==> src/psfc_pkg.sv <==
/*
 * Package for the power switch fault controller: register map, field
 * positions, reset values, timing figures and the carrier structs.
 * Assumes a 50 MHz clock; times are given in microseconds.
 */
package psfc_pkg;

	// ----------------------------------------------------------------
	// Clock and timing
	// ----------------------------------------------------------------
	localparam int CLK_MHZ            = 50;
	localparam int MIN_OFF_US         = 420;     // Least off time after severe overload
	localparam int REV_REC_US         = 450;     // Reverse recovery interval
	localparam int INT_ON_US          = 200;     // Internal transistor re-enable delay
	localparam int EXT_ON_US          = 1200;    // External transistor re-enable delay
	localparam int DEB_US             = 1200;    // Power-on debounce time
	localparam int HOLD_US            = 24000;   // Overcurrent hold time
	localparam int RETRY_US           = 720000;  // Restart wait time
	localparam int STO_US             = 1090000; // Startup timeout
	localparam int SLOW_REV_US        = 30;      // Slow reverse detector, longest response
	localparam int MIN_OFF_CYC        = MIN_OFF_US * CLK_MHZ;
	localparam int REV_REC_CYC        = REV_REC_US * CLK_MHZ;
	localparam int INT_ON_CYC         = INT_ON_US * CLK_MHZ;
	localparam int EXT_ON_CYC         = EXT_ON_US * CLK_MHZ;
	localparam int DEB_CYC            = DEB_US * CLK_MHZ;
	localparam int HOLD_CYC           = HOLD_US * CLK_MHZ;
	localparam int RETRY_CYC          = RETRY_US * CLK_MHZ;
	localparam int STO_CYC            = STO_US * CLK_MHZ;
	localparam int SLOW_REV_CYC       = (SLOW_REV_US * CLK_MHZ) / 2; // Filter length, half bound
	localparam int CNT_W              = 26;
	localparam int FLT_W              = 10;

	// ----------------------------------------------------------------
	// Register map (byte addresses)
	// ----------------------------------------------------------------
	localparam logic [3:0] CTRL_OFS   = 4'h0;
	localparam logic [3:0] STATUS_OFS = 4'h4;
	localparam logic [3:0] SENSE_OFS  = 4'h8;

	// Control fields
	localparam int CTRL_EN_BIT        = 0;   // Active-high enable
	localparam int CTRL_HIGH_VOLTAGE_ENABLE_N_N_BIT    = 1;   // Active-low high-voltage enable
	localparam logic [1:0] CTRL_RST   = 2'h1;

	// Status fields
	localparam int ST_SW_BIT          = 0;
	localparam int ST_FLAG_BIT        = 1;
	localparam int ST_LATCH_BIT       = 2;
	localparam int ST_MODE_LSB        = 3;
	localparam int ST_STATE_LSB       = 5;

	// ----------------------------------------------------------------
	// Types
	// ----------------------------------------------------------------
	typedef enum logic [1:0] {
		MODE_LATCH = 2'h0,
		MODE_RETRY = 2'h1,
		MODE_CONT  = 2'h2
	} psfc_mode_e;

	typedef enum logic [7:0] {
		ST_STARTUP = 8'h01,
		ST_ON      = 8'h02,
		ST_SEVERE  = 8'h04,
		ST_RETRY   = 8'h08,
		ST_LATCHED = 8'h10,
		ST_REVREC  = 8'h20,
		ST_REVON   = 8'h40,
		ST_THERMAL = 8'h80
	} psfc_state_e;

	typedef struct packed {
		logic overCurrent;    // Current at programmed limit
		logic severeOver;     // Current above twice the limit
		logic dropHigh;       // Switch drop above fault threshold
		logic revSlow;        // Slow reverse comparator
		logic revFast;        // Fast reverse comparator
		logic overTemp;       // Above rising thermal threshold
		logic underTemp;      // Below falling thermal threshold
		logic underVolt;      // Undervoltage lockout active
		logic overVolt;       // Overvoltage lockout active
		logic limitShort;     // Limit-set pin grounded
		logic outBelowUv;     // Output below undervoltage level
		logic modeSelHigh;
		logic modeSelLow;
		logic revBlockEn;
	} psfc_sense_s;

	typedef struct packed {
		logic intFetOn;
		logic extFetOn;
		logic faultN;
	} psfc_drive_s;

endpackage : psfc_pkg

==> src/psfc_core.sv <==
/*
 * Power switch fault controller with AXI4-Lite register slave.
 * Assumes comparator inputs arrive asynchronously as pins and that
 * open select and enable pins are pulled high outside this block.
 */
// Notes on behaviour
// - Continuous limiting until startup timeout expires
// - Select 00 latch, 01 retry, else continuous
// - Open select pins read high, continuous
// - Severe overload drops both transistors, restarts
// - Severe-overload off time at least 420us
// - Latchoff latches on overcurrent past blanking
// - Hold timer runs during overcurrent outside continuous mode, clears otherwise
// - Autoretry: off, wait retry time, retry
// - Autoretry keeps fault low while fault persists
// - Latchoff stays off until enable toggles
// - Continuous mode flags while drop exceeds threshold
// - Reverse blocking only when block enable high
// - Reverse current turns both off 450us
// - Staged re-enable 200us and 1.2ms
// - Output low: re-enable 1.4ms and 2.4ms
// - Reverse event always restarts
// - Slow filtered and fast immediate reverse detectors
// - Fault indicator low on drop, reverse, thermal, lockout, limit pin and autoretry wait
// - Thermal trip turns off and flags
// - Autoretry thermal exit waits retry time
// - Latchoff thermal fault latches until toggle
// - Continuous thermal exit waits debounce time
// - Grounded limit-set pin keeps switch off
// - Switch on unless hv-enable-n high, enable low
`timescale 1ns/100ps
`default_nettype none

module psfc_core
	import psfc_pkg::*;
#(
	parameter int HOLD_CYCLES  = HOLD_CYC,
	parameter int RETRY_CYCLES = RETRY_CYC,
	parameter int STO_CYCLES   = STO_CYC,
	parameter int DEB_CYCLES   = DEB_CYC,
	parameter int EXT_CYCLES   = EXT_ON_CYC,
	parameter int REC_CYCLES   = REV_REC_CYC,
	parameter int OFF_CYCLES   = MIN_OFF_CYC
) (
	// Clock and reset
	input  wire logic        clk,
	input  wire logic        arst_n,
	// Comparator and strap pins
	input  wire psfc_sense_s sensePins,
	// Transistor enables and open-drain indicator
	output logic             intFetOn,
	output logic             extFetOn,
	output logic             faultOe,
	output logic             faultOut,
	// AXI4-Lite write address and data
	input  wire logic        s_axi_awvalid,
	output logic             s_axi_awready,
	input  wire logic [3:0]  s_axi_awaddr,
	input  wire logic        s_axi_wvalid,
	output logic             s_axi_wready,
	input  wire logic [31:0] s_axi_wdata,
	input  wire logic [3:0]  s_axi_wstrb,
	// AXI4-Lite write response
	output logic             s_axi_bvalid,
	input  wire logic        s_axi_bready,
	output logic [1:0]       s_axi_bresp,
	// AXI4-Lite read
	input  wire logic        s_axi_arvalid,
	output logic             s_axi_arready,
	input  wire logic [3:0]  s_axi_araddr,
	output logic             s_axi_rvalid,
	input  wire logic        s_axi_rready,
	output logic [31:0]      s_axi_rdata,
	output logic [1:0]       s_axi_rresp
);

	// ----------------------------------------------------------------
	// State record
	// ----------------------------------------------------------------
	typedef struct packed {
		logic [1:0]       rstSync;
		psfc_sense_s      s1;
		psfc_sense_s      s2;
		psfc_sense_s      s3;
		psfc_sense_s      sns;      // Agreed pin levels
		logic [1:0]       ctrl;
		logic             enPrev;
		psfc_state_e      st;
		psfc_mode_e       mode;
		logic             modeLocked;
		logic [CNT_W-1:0] stoCnt;
		logic [CNT_W-1:0] holdCnt;
		logic [CNT_W-1:0] tmr;
		logic [CNT_W-1:0] extTmr;
		logic [FLT_W-1:0] revFilt;
		logic             outLowAtRec;
		logic             intOn;
		logic             extOn;
		logic             fault;
		logic             awGot;
		logic [3:0]       awAddr;
		logic             wGot;
		logic [31:0]      wData;
		logic [3:0]       wStrb;
		logic             bValid;
		logic [1:0]       bResp;
		logic             rValid;
		logic [31:0]      rData;
		logic [1:0]       rResp;
	} psfc_core_s;

	psfc_core_s cur_ff;
	psfc_core_s nxt_cur;

	logic rstInt_n;
	assign rstInt_n = cur_ff.rstSync[1];

	// ----------------------------------------------------------------
	// Next-state logic
	// ----------------------------------------------------------------
	always_comb begin
		logic swEnable;
		logic enToggle;
		logic revTrip;
		logic severeTrip;
		logic blank;
		logic [1:0] selPair;
		swEnable   = 1'b0;
		enToggle   = 1'b0;
		revTrip    = 1'b0;
		severeTrip = 1'b0;
		blank      = 1'b0;
		selPair    = 2'h0;
		nxt_cur = cur_ff;

		// Reset release and three-stage pin capture
		nxt_cur.rstSync = {cur_ff.rstSync[0], 1'b1};
		nxt_cur.s1 = sensePins;
		nxt_cur.s2 = cur_ff.s1;
		nxt_cur.s3 = cur_ff.s2;
		nxt_cur.sns = (cur_ff.s2 ~^ cur_ff.s3) & cur_ff.s2 |
			~(cur_ff.s2 ~^ cur_ff.s3) & cur_ff.sns;

		// Enable decode and toggle detection
		swEnable = ~(cur_ff.ctrl[CTRL_HIGH_VOLTAGE_ENABLE_N_N_BIT] & ~cur_ff.ctrl[CTRL_EN_BIT]);
		enToggle = swEnable & ~cur_ff.enPrev;
		nxt_cur.enPrev = swEnable;

		// Mode select, read once after startup timeout
		selPair = {cur_ff.sns.modeSelHigh, cur_ff.sns.modeSelLow};
		if (!cur_ff.modeLocked) begin
			nxt_cur.mode = MODE_CONT;
			if (cur_ff.stoCnt >= CNT_W'(STO_CYCLES - 1)) begin
				nxt_cur.modeLocked = 1'b1;
				case (selPair)
					2'b00:   nxt_cur.mode = MODE_LATCH;
					2'b01:   nxt_cur.mode = MODE_RETRY;
					default: nxt_cur.mode = MODE_CONT;
				endcase
			end else if (cur_ff.st == ST_ON) begin
				nxt_cur.stoCnt = cur_ff.stoCnt + CNT_W'(1);
			end
		end

		// Slow reverse filter and fast path
		if (cur_ff.sns.revSlow) begin
			if (cur_ff.revFilt != FLT_W'(SLOW_REV_CYC))
				nxt_cur.revFilt = cur_ff.revFilt + FLT_W'(1);
		end else begin
			nxt_cur.revFilt = '0;
		end
		revTrip = cur_ff.sns.revBlockEn &
			(cur_ff.sns.revFast | (cur_ff.revFilt == FLT_W'(SLOW_REV_CYC)));

		// Hold timer on overcurrent in retry and latch modes
		if (cur_ff.sns.overCurrent && cur_ff.st == ST_ON && cur_ff.mode != MODE_CONT) begin
			if (cur_ff.holdCnt != CNT_W'(HOLD_CYCLES))
				nxt_cur.holdCnt = cur_ff.holdCnt + CNT_W'(1);
		end else begin
			nxt_cur.holdCnt = '0;
		end
		blank = (cur_ff.holdCnt == CNT_W'(HOLD_CYCLES));
		severeTrip = cur_ff.sns.severeOver;

		// Timer runs down in every timed state
		if (cur_ff.tmr != '0)
			nxt_cur.tmr = cur_ff.tmr - CNT_W'(1);
		if (cur_ff.extTmr != '0)
			nxt_cur.extTmr = cur_ff.extTmr - CNT_W'(1);

		// Fault response state machine
		case (cur_ff.st)
			ST_STARTUP: begin
				nxt_cur.intOn = 1'b0;
				nxt_cur.extOn = 1'b0;
				if (!swEnable || cur_ff.sns.limitShort || cur_ff.sns.underVolt ||
					cur_ff.sns.overVolt) begin
					nxt_cur.tmr = CNT_W'(DEB_CYCLES);
				end else if (cur_ff.tmr == '0) begin
					nxt_cur.st = ST_ON;
				end
			end
			ST_ON: begin
				nxt_cur.intOn = 1'b1;
				nxt_cur.extOn = (cur_ff.extTmr == '0);
				if (revTrip) begin
					nxt_cur.st = ST_REVREC;
					nxt_cur.tmr = CNT_W'(REC_CYCLES);
					nxt_cur.intOn = 1'b0;
					nxt_cur.extOn = 1'b0;
				end else if (cur_ff.sns.overTemp) begin
					nxt_cur.st = (cur_ff.mode == MODE_LATCH) ? ST_LATCHED : ST_THERMAL;
					nxt_cur.intOn = 1'b0;
					nxt_cur.extOn = 1'b0;
				end else if (severeTrip) begin
					nxt_cur.st = ST_SEVERE;
					nxt_cur.tmr = CNT_W'(OFF_CYCLES);
					nxt_cur.intOn = 1'b0;
					nxt_cur.extOn = 1'b0;
				end else if (blank) begin
					nxt_cur.intOn = 1'b0;
					nxt_cur.extOn = 1'b0;
					if (cur_ff.mode == MODE_LATCH) begin
						nxt_cur.st = ST_LATCHED;
					end else begin
						nxt_cur.st = ST_RETRY;
						nxt_cur.tmr = CNT_W'(RETRY_CYCLES);
					end
				end else if (!swEnable || cur_ff.sns.limitShort || cur_ff.sns.underVolt ||
					cur_ff.sns.overVolt) begin
					nxt_cur.st = ST_STARTUP;
					nxt_cur.tmr = CNT_W'(DEB_CYCLES);
					nxt_cur.intOn = 1'b0;
					nxt_cur.extOn = 1'b0;
				end
			end
			ST_SEVERE: begin
				// Off time stretches while severe overload or drop persists
				if (cur_ff.sns.severeOver || cur_ff.sns.dropHigh && !cur_ff.intOn)
					nxt_cur.tmr = (cur_ff.tmr == '0) ? CNT_W'(OFF_CYCLES) : nxt_cur.tmr;
				else if (cur_ff.tmr == '0)
					nxt_cur.st = ST_ON; // restart, hold timer bounds blanking
			end
			ST_RETRY: begin
				if (cur_ff.tmr == '0)
					nxt_cur.st = ST_ON;
			end
			ST_LATCHED: begin
				if (enToggle) begin
					nxt_cur.st = ST_STARTUP;
					nxt_cur.tmr = CNT_W'(DEB_CYCLES);
				end
			end
			ST_REVREC: begin
				if (revTrip) begin
					nxt_cur.tmr = CNT_W'(REC_CYCLES); // monitoring continues
				end else if (cur_ff.tmr == '0) begin
					nxt_cur.st = ST_REVON;
					nxt_cur.outLowAtRec = cur_ff.sns.outBelowUv;
					nxt_cur.tmr = cur_ff.sns.outBelowUv ?
						CNT_W'(DEB_CYCLES + INT_ON_CYC) : CNT_W'(INT_ON_CYC);
					nxt_cur.extTmr = cur_ff.sns.outBelowUv ?
						CNT_W'(DEB_CYCLES + EXT_CYCLES) : CNT_W'(EXT_CYCLES);
				end
			end
			ST_REVON: begin
				if (revTrip) begin
					nxt_cur.st = ST_REVREC;
					nxt_cur.tmr = CNT_W'(REC_CYCLES);
				end else if (cur_ff.tmr == '0) begin
					nxt_cur.st = ST_ON; // external follows its own delay
				end
			end
			ST_THERMAL: begin
				if (cur_ff.sns.underTemp) begin
					nxt_cur.st = ST_RETRY;
					nxt_cur.tmr = (cur_ff.mode == MODE_RETRY) ?
						CNT_W'(RETRY_CYCLES) : CNT_W'(DEB_CYCLES);
				end
			end
			default: nxt_cur.st = ST_STARTUP;
		endcase

		// Fault indicator
		nxt_cur.fault = cur_ff.sns.dropHigh | revTrip |
			(cur_ff.st == ST_REVREC) | cur_ff.sns.overTemp |
			(cur_ff.st == ST_THERMAL) | cur_ff.sns.limitShort |
			cur_ff.sns.underVolt | cur_ff.sns.overVolt |
			((cur_ff.st == ST_RETRY) & (cur_ff.mode == MODE_RETRY));

		// AXI4-Lite write path
		if (s_axi_awvalid && !cur_ff.awGot) begin
			nxt_cur.awGot = 1'b1;
			nxt_cur.awAddr = s_axi_awaddr;
		end
		if (s_axi_wvalid && !cur_ff.wGot) begin
			nxt_cur.wGot = 1'b1;
			nxt_cur.wData = s_axi_wdata;
			nxt_cur.wStrb = s_axi_wstrb;
		end
		if (cur_ff.awGot && cur_ff.wGot && !cur_ff.bValid) begin
			nxt_cur.awGot = 1'b0;
			nxt_cur.wGot = 1'b0;
			nxt_cur.bValid = 1'b1;
			nxt_cur.bResp = 2'h0;
			if (cur_ff.awAddr == CTRL_OFS) begin
				if (cur_ff.wStrb[0])
					nxt_cur.ctrl = cur_ff.wData[1:0];
			end else begin
				nxt_cur.bResp = 2'h2;
			end
		end
		if (cur_ff.bValid && s_axi_bready)
			nxt_cur.bValid = 1'b0;

		// AXI4-Lite read path
		if (s_axi_arvalid && !cur_ff.rValid) begin
			nxt_cur.rValid = 1'b1;
			nxt_cur.rResp = 2'h0;
			case (s_axi_araddr)
				CTRL_OFS:   nxt_cur.rData = {30'h0, cur_ff.ctrl};
				STATUS_OFS: nxt_cur.rData = {19'h0, cur_ff.st, cur_ff.mode,
					cur_ff.st == ST_LATCHED, ~cur_ff.fault, cur_ff.intOn};
				SENSE_OFS:  nxt_cur.rData = {18'h0, cur_ff.sns};
				default: begin
					nxt_cur.rData = 32'h0;
					nxt_cur.rResp = 2'h2;
				end
			endcase
		end else if (cur_ff.rValid && s_axi_rready) begin
			nxt_cur.rValid = 1'b0;
		end
	end

	// ----------------------------------------------------------------
	// Registers
	// ----------------------------------------------------------------
	always_ff @(posedge clk or negedge arst_n) begin
		if (!arst_n) begin
			cur_ff <= '0;
		end else if (!rstInt_n) begin
			cur_ff <= '0;
			cur_ff.rstSync <= {cur_ff.rstSync[0], 1'b1};
			cur_ff.ctrl <= CTRL_RST;
			cur_ff.st <= ST_STARTUP;
			cur_ff.mode <= MODE_CONT;
			cur_ff.tmr <= CNT_W'(DEB_CYCLES);
		end else begin
			cur_ff <= nxt_cur;
		end
	end

	// ----------------------------------------------------------------
	// Outputs
	// ----------------------------------------------------------------
	assign intFetOn      = cur_ff.intOn;
	assign extFetOn      = cur_ff.extOn;
	assign faultOe       = cur_ff.fault;   // Pull low while a fault stands
	assign faultOut      = 1'b0;
	assign s_axi_awready = ~cur_ff.awGot;
	assign s_axi_wready  = ~cur_ff.wGot;
	assign s_axi_bvalid  = cur_ff.bValid;
	assign s_axi_bresp   = cur_ff.bResp;
	assign s_axi_arready = ~cur_ff.rValid;
	assign s_axi_rvalid  = cur_ff.rValid;
	assign s_axi_rdata   = cur_ff.rData;
	assign s_axi_rresp   = cur_ff.rResp;

endmodule : psfc_core

`default_nettype wire

==> config.mk <==
export PLATFORM = sky130hd
export DESIGN_NAME = psfc_core
export DESIGN_NICKNAME = d
export VERILOG_FILES = /design/src/psfc_pkg.sv /design/src/psfc_core.sv
export SDC_FILE = /design/constraint.sdc
export NUM_CORES = 1
export LEC_CHECK = 0
export ABC_CLOCK_PERIOD_IN_PS = 3600
export BUFFER_PORTS_ARGS = -buffer_cell sky130_fd_sc_hd__buf_2
export CORE_MARGIN = 2
export CORE_UTILIZATION = 25
export CTS_CLUSTER_DIAMETER = 150
export DETAILED_ROUTE_END_ITERATION = 8
export MAX_ROUTING_LAYER = met4
export SYNTH_ARGS = -nofsm -noshare
export SYNTH_HDL_FRONTEND = slang
export SYNTH_SLANG_ARGS = --single-unit
==> constraint.sdc <==
create_clock -name clk -period 3.6 [get_ports clk]
set_input_delay 0.54 -clock clk [delete_from_list [all_inputs] [get_ports clk]]
set_output_delay 0.54 -clock clk [all_outputs]
set_load 0.01 [all_outputs]
# Word-level counts from Yosys, hierarchy flattened
# Cells that the tools add are included.
totals:
  regBits: 236
  latch_bits: 0
  ramBits: 0
  mem_bits_ro: 0
  inputBits: 65
  output_inout_bits: 45
  n_memories: 0
classes:
  n_addsub: 5
  multipliers: 0
  div_mod_pow: 0
  magnitude_cmp: 1
  eq_ne: 40
  shift: 0
  mux: 71
  n_bitwise: 25
  reduce_logical: 31
ops:
  columns: ["operator", "count"]
  rows:
  - ["26-bit 2-to-1 mux", 21]
  - ["268-bit 2-to-1 mux", 1]
  - ["26-bit one-hot mux with 7 select lines", 1]
  - ["8-bit 2-to-1 mux", 14]
  - ["8-bit one-hot mux with 8 select lines", 1]
  - ["26-bit by 1-bit adder with 26-bit output, second input constant", 2]
  - ["26-bit zero test", 2]
  - ["52-bit 2-to-1 mux", 1]
  - ["26-bit nonzero test", 2]
  - ["26-bit by 1-bit subtractor with 26-bit output, second input constant", 2]
  - ["14-bit one-hot mux with 3 select lines", 1]
  - ["37-bit 2-to-1 mux", 1]
  - ["17-bit 2-to-1 mux", 2]
  - ["34-bit 2-to-1 mux", 1]
  - ["29-bit 2-to-1 mux", 1]
  - ["14-bit bitwise AND", 2]
  - ["26-bit by 21-bit equality test with 1-bit output, second input constant", 1]
  - ["26-bit greater-or-equal comparator, second input constant", 1]
  - ["26-bit by 21-bit != test with 1-bit output, second input constant", 1]
  - ["10-bit 2-to-1 mux", 2]
  - ["2-bit 2-to-1 mux", 10]
  - ["3-bit != test, second input constant", 6]
  - ["3-bit by 1-bit != test with 1-bit output, second input constant", 5]
  - ["14-bit inverter", 1]
  - ["35 further kinds", 91]

# Depth between registers and ports, before layout
logic_depth:
  ltp_word: 12
  depth_mapped: 11

# Worst setup path after synthesis
# No wires, ideal clock.
synth_path:
  kind: "register -> register"
  from: "register cur_ff[102] (netlist bit)"
  to: "register cur_ff[113] (netlist bit)"
  arrival_ns: 2.489
  setup_slack_ns: 0.979
  stages_incl_launch_ff: 8
  path_buffers: 0
  path_cell_list: "dfrtp_1 -> or4_4 -> or4_4 -> or3b_1 -> or3_4 -> nor4_4 -> xnor2_1 -> nor2_1"
synth_via:
  elab_chain_len: 6
  elab_cells_between_ends: 7
  classes_between: "add/sub: 1; mux: 5; reduce/logical: 1"
synth_rtl:
  columns: ["element", "line_no", "rtl"]
  rows:
  - ["start: declaration", "psfc_core.sv:112", "psfc_core_s cur_ff;"]
  - ["start signal: assignment", "psfc_core.sv:349", "cur_ff <= nxt_cur;"]
  - ["26-bit by 1-bit subtractor with 26-bit output / 26-bit nonzero test (equally long branches)", "psfc_core.sv:189, psfc_core.sv:188", null]
  - ["26-bit 2-to-1 mux *", "psfc_core.sv:188", "if (cur_ff.extTmr != '0)"]
  - ["52-bit 2-to-1 mux", "psfc_core.sv:257", "end else if (cur_ff.tmr == '0) begin"]
  - ["26-bit 2-to-1 mux", "psfc_core.sv:255", "if (revTrip) begin"]
  - ["26-bit 2-to-1 mux *", "psfc_core.sv:192", "case (cur_ff.st)"]
  - ["268-bit 2-to-1 mux *", "psfc_core.sv:341", "end else if (!rstInt_n) begin"]
# Every way passes the cells marked *; elsewhere a longest branch is shown, timed or not.
# A chain may end at the register's enable or synchronous reset.

# Worst setup path in the final report
layout_path:
  from: "register cur_ff[120] (netlist bit)"
  to: "register cur_ff[204] (netlist bit)"
layout_via:
  elab_chain_len: 5
  elab_cells_between_ends: 9
  classes_between: "eq/ne: 1; mux: 6; reduce/logical: 2"
layout_rtl:
  columns: ["element"]
  rows:
  - ["26-bit zero test *"]
  - ["8-bit 2-to-1 mux"]
  - ["8-bit 2-to-1 mux, on equally long branches"]
  - ["8-bit one-hot mux with 8 select lines"]
  - ["268-bit 2-to-1 mux"]
# Every way passes the cells marked *; elsewhere a longest branch is shown, timed or not. The select of a mux whose other input is x is not followed.

==> flow_summary.yaml <==
pwr:
  leakagePower_nw: 5.33
  irDropWorstVdd_uv: 400
  power.total_mw: 5.16
  power_density_mw_per_mm2: 406
die:
  core_area_mm2: 0.0433
  io_pins: 110
  rows: 76
  initial_utilization_pct: 25.5
  die_w_um: 214
  die_h_um: 214
  dieArea_mm2: 0.0458
logic_synthesis:
  synth_cells: 1169
  ys_seq_elements: 216
  syn_area_mm2: 0.0110
  synth-async-reset-ratio_pct: 100
  avgSynthCellArea_um2: 9.44
  synth-edff-count: 0
  ys_types: 73
  ys_seq_area_share_pct: 49.0
  ys_warn_count: 0
  synth_ff_type: "dfrtp_1"
sta:
  period_share_pct: 85.8
  setup_viol: 0
  tightest_slew_ns: 0.866
  rsz0062_at_grt: "false"
  finalSetupTns_ns: 0
  finalMaxSlewViolations: 0
  min_period_ns: 3.09
  maxSlewHeadroom_pct: 41.6
  finClkSkew_ns: 0.0144
  fmax_mhz: 324
  hold_viol_final: 0
setup_path:
  r2r_slack_ns: 0.51
  worstSetupPathType: "reg -> reg"
  crit_path_max_incr_delay_ns: 0.56
  reg2reg_to: "cur_ff[204]$_DFFE_PN0P_"
  crit_fanout: 9
  slowest_stage: "o31ai_1"
  critical_path_arrival_ns: 3.49
  cp_cell_sequence: "inv_1, ha_1, nor4b_1, nand4_1, nor2_2, a21oi_1, o31ai_1, o21ai_1, a22o_1"
  crit_family: "compound AO/OA/AOI/OAI gates"
  crit_buf_inv: 1
  startpoint_type: "flop"
  r2r_cells: 9
  r2r_start: "cur_ff[120]$_DFF_PN0_"
  crit_path_end_kind: "flop"
  critPathRequiredTime_ns: 4.00
status:
  status: "completed"
route:
  met3_wirelength_um: 1300
  remaining_drc_errors: 0
  route.met2.wl_um: 12100
  dr.pass1.iters: 5
  antenna_left: 0
  drt-initial-drc-count: 416
  num_vias: 8664
  wl_um: 25800
  vias_per_cell: 4.76
  wire_per_inst_um: 14.2
  wl_met1_um: 11900
  top_layer_used: "met4"
clock_network:
  clk_latency_ns: 0.52
  cts.sink_count: 216
  htreeDepth: 1
  cts_setup_buffers: 0
  cts_tree: "built"
  clockBufferDepth: 3
  cts-root-buf: "clkbuf_16"
  clk_pin_slew_ns: 0.06
  numCtsBuffers: 24
  ctsResizeCount: 0
  cts_hold_buf: 0
global_routing:
  grtUsageTotal_pct: 11.5
  grt_max_degree: 92
  overflow: 0
  antenna_found_initial: 0
  grt_pass1_wl_um: 43600
  grt_pass1_vias: 8611
final_layout:
  fillers: 4531
  drive_above_1_share_pct: 11.8
  diodes: 0
  fin_nets: 1291
  syn2layout_area_growth_pct: 15.3
run:
  maxCapViolations: 0
min_path:
  hp-class: "in -> async"
placement:
  hpwl_um: 18200
  port_buffers: 55
  place.gp.congestion: 0.903
## stage by stage
stage / hold slack (ns) / worst slack [ns] / utilization, % / instance area [um^2] / cells
floorplan: 0.244 / 0.979 / - / 11100 / 1189
global placement: 0.336 / 0.659 / 27.6 / 11900 / 1776
detailed placement: 0.343 / 0.592 / 27.6 / 11900 / 1776
CTS: 0.0547 / 0.583 / 29.4 / 12700 / 1819
global route: 0.0841 / 0.343 / 29.4 / 12700 / 1819
finish: 0.0294 / 0.512 / 29.4 / 12700 / 1819
## cells in the mapped netlist (all sizes together), types with 35 or more instances
cell type / count / area (um^2)
nand3: 43 / 215
clkbuf: 36 / 135
a21oi: 65 / 325
buf: 47 / 318
nor2: 139 / 524
and2: 51 / 319
xnor2: 43 / 377
dfrtp: 216 / 5410
o21ai: 64 / 320
nor3: 35 / 180
xor2: 38 / 333
nand2: 101 / 379
## cell families after synthesis
kind of cell               after synthesis  share of synthesized area [%]
and+or+nand+nor                        526                           25.1
DFF                                    216                           49.0
AOI/OAI and AO/OA                      211                           11.9
buffers and inverters                  106                           4.89
xor gates and xnor gates                81                           6.43
muxes                                   18                           1.64
adders and majority gates                9                           1.02
other                                    2                         0.0681
## worst max-delay path by stage
stage	end	slack, ns	cells after the start	startpoint
4_1_cts	cur_ff[204]$_DFFE_PN0P_	0.58	7	cur_ff[122]$_DFF_PN0_
6_report	cur_ff[204]$_DFFE_PN0P_	0.51	9	cur_ff[120]$_DFF_PN0_
5_1_grt	cur_ff[204]$_DFFE_PN0P_	0.34	9	cur_ff[120]$_DFF_PN0_
2_1_floorplan	cur_ff[113]$_DFF_PN0_	0.98	7	cur_ff[102]$_DFF_PN0_
3_5_place_dp	cur_ff[204]$_DFFE_PN0P_	0.59	7	cur_ff[122]$_DFF_PN0_
3_3_place_gp	cur_ff[204]$_DFFE_PN0P_	0.66	7	cur_ff[122]$_DFF_PN0_
## worst reg2reg max path, cell delays in order (launching register included)
cell,delay [ns]
dfrtp_1,0.39
inv_1,0.12
ha_1,0.17
nor4b_1,0.24
nand4_1,0.28
nor2_2,0.48
a21oi_1,0.20
o31ai_1,0.56
o21ai_1,0.25
a22o_1,0.28
## layout by cell type (no fill, tap or decap), types with 9 or more instances in the layout
cell and n:
o21ai_0 61, inv_1 21, nand4_1 22, xor2_1 38, ha_1 9, nor4b_1 9, dfrtp_1 215, a21oi_1 65
and2_1 50, a211oi_1 12, nor2b_1 10, mux2i_1 17, conb_1 22, or3_1 15, nand3_1 43, clkbuf_16 25
buf_4 29, buf_2 54, nand2b_1 17, and3_1 10, nor2_1 138, nor3_1 34, xnor2_1 43, nand2_1 101
nor4_1 29, a22oi_1 11
## flip-flops by register name, indices dropped and copies added (netlist names)
signal,flops
s_axi_rvalid,1
intFetOn,1
s_axi_bvalid,1
s_axi_bresp,1
s_axi_rdata,14
faultOe,1
extFetOn,1
cur_ff,195
s_axi_rresp,1
## power by group
| part | switching (mW) | leakage (nW) | internal, mW |
|---|---|---|---|
| sequential | 0.0321 | 2.92 | 2.47 |
| combinational | 0.177 | 2.03 | 0.0895 |
| clock | 0.972 | 0.387 | 1.42 |
## per-layer routing
metal	vias up	track usage, %
met5	-	-
met4	0	3.13
met3	42	1.65
met2	211	18.5
met1	4246	15.1
li1	4165	-
## cell type report
class	instances	area, um^2	area share [%]
inverter	23	86.3	0.679
sequential	216	5410	42.5
multi-input combinational	867	5170	40.7
timing repair buffer	85	523	4.11
clock inverter	7	58.8	0.462
tap	585	732	5.76
clock buffer	36	737	5.79
Note: power is estimated with default switching activity, not from simulation.
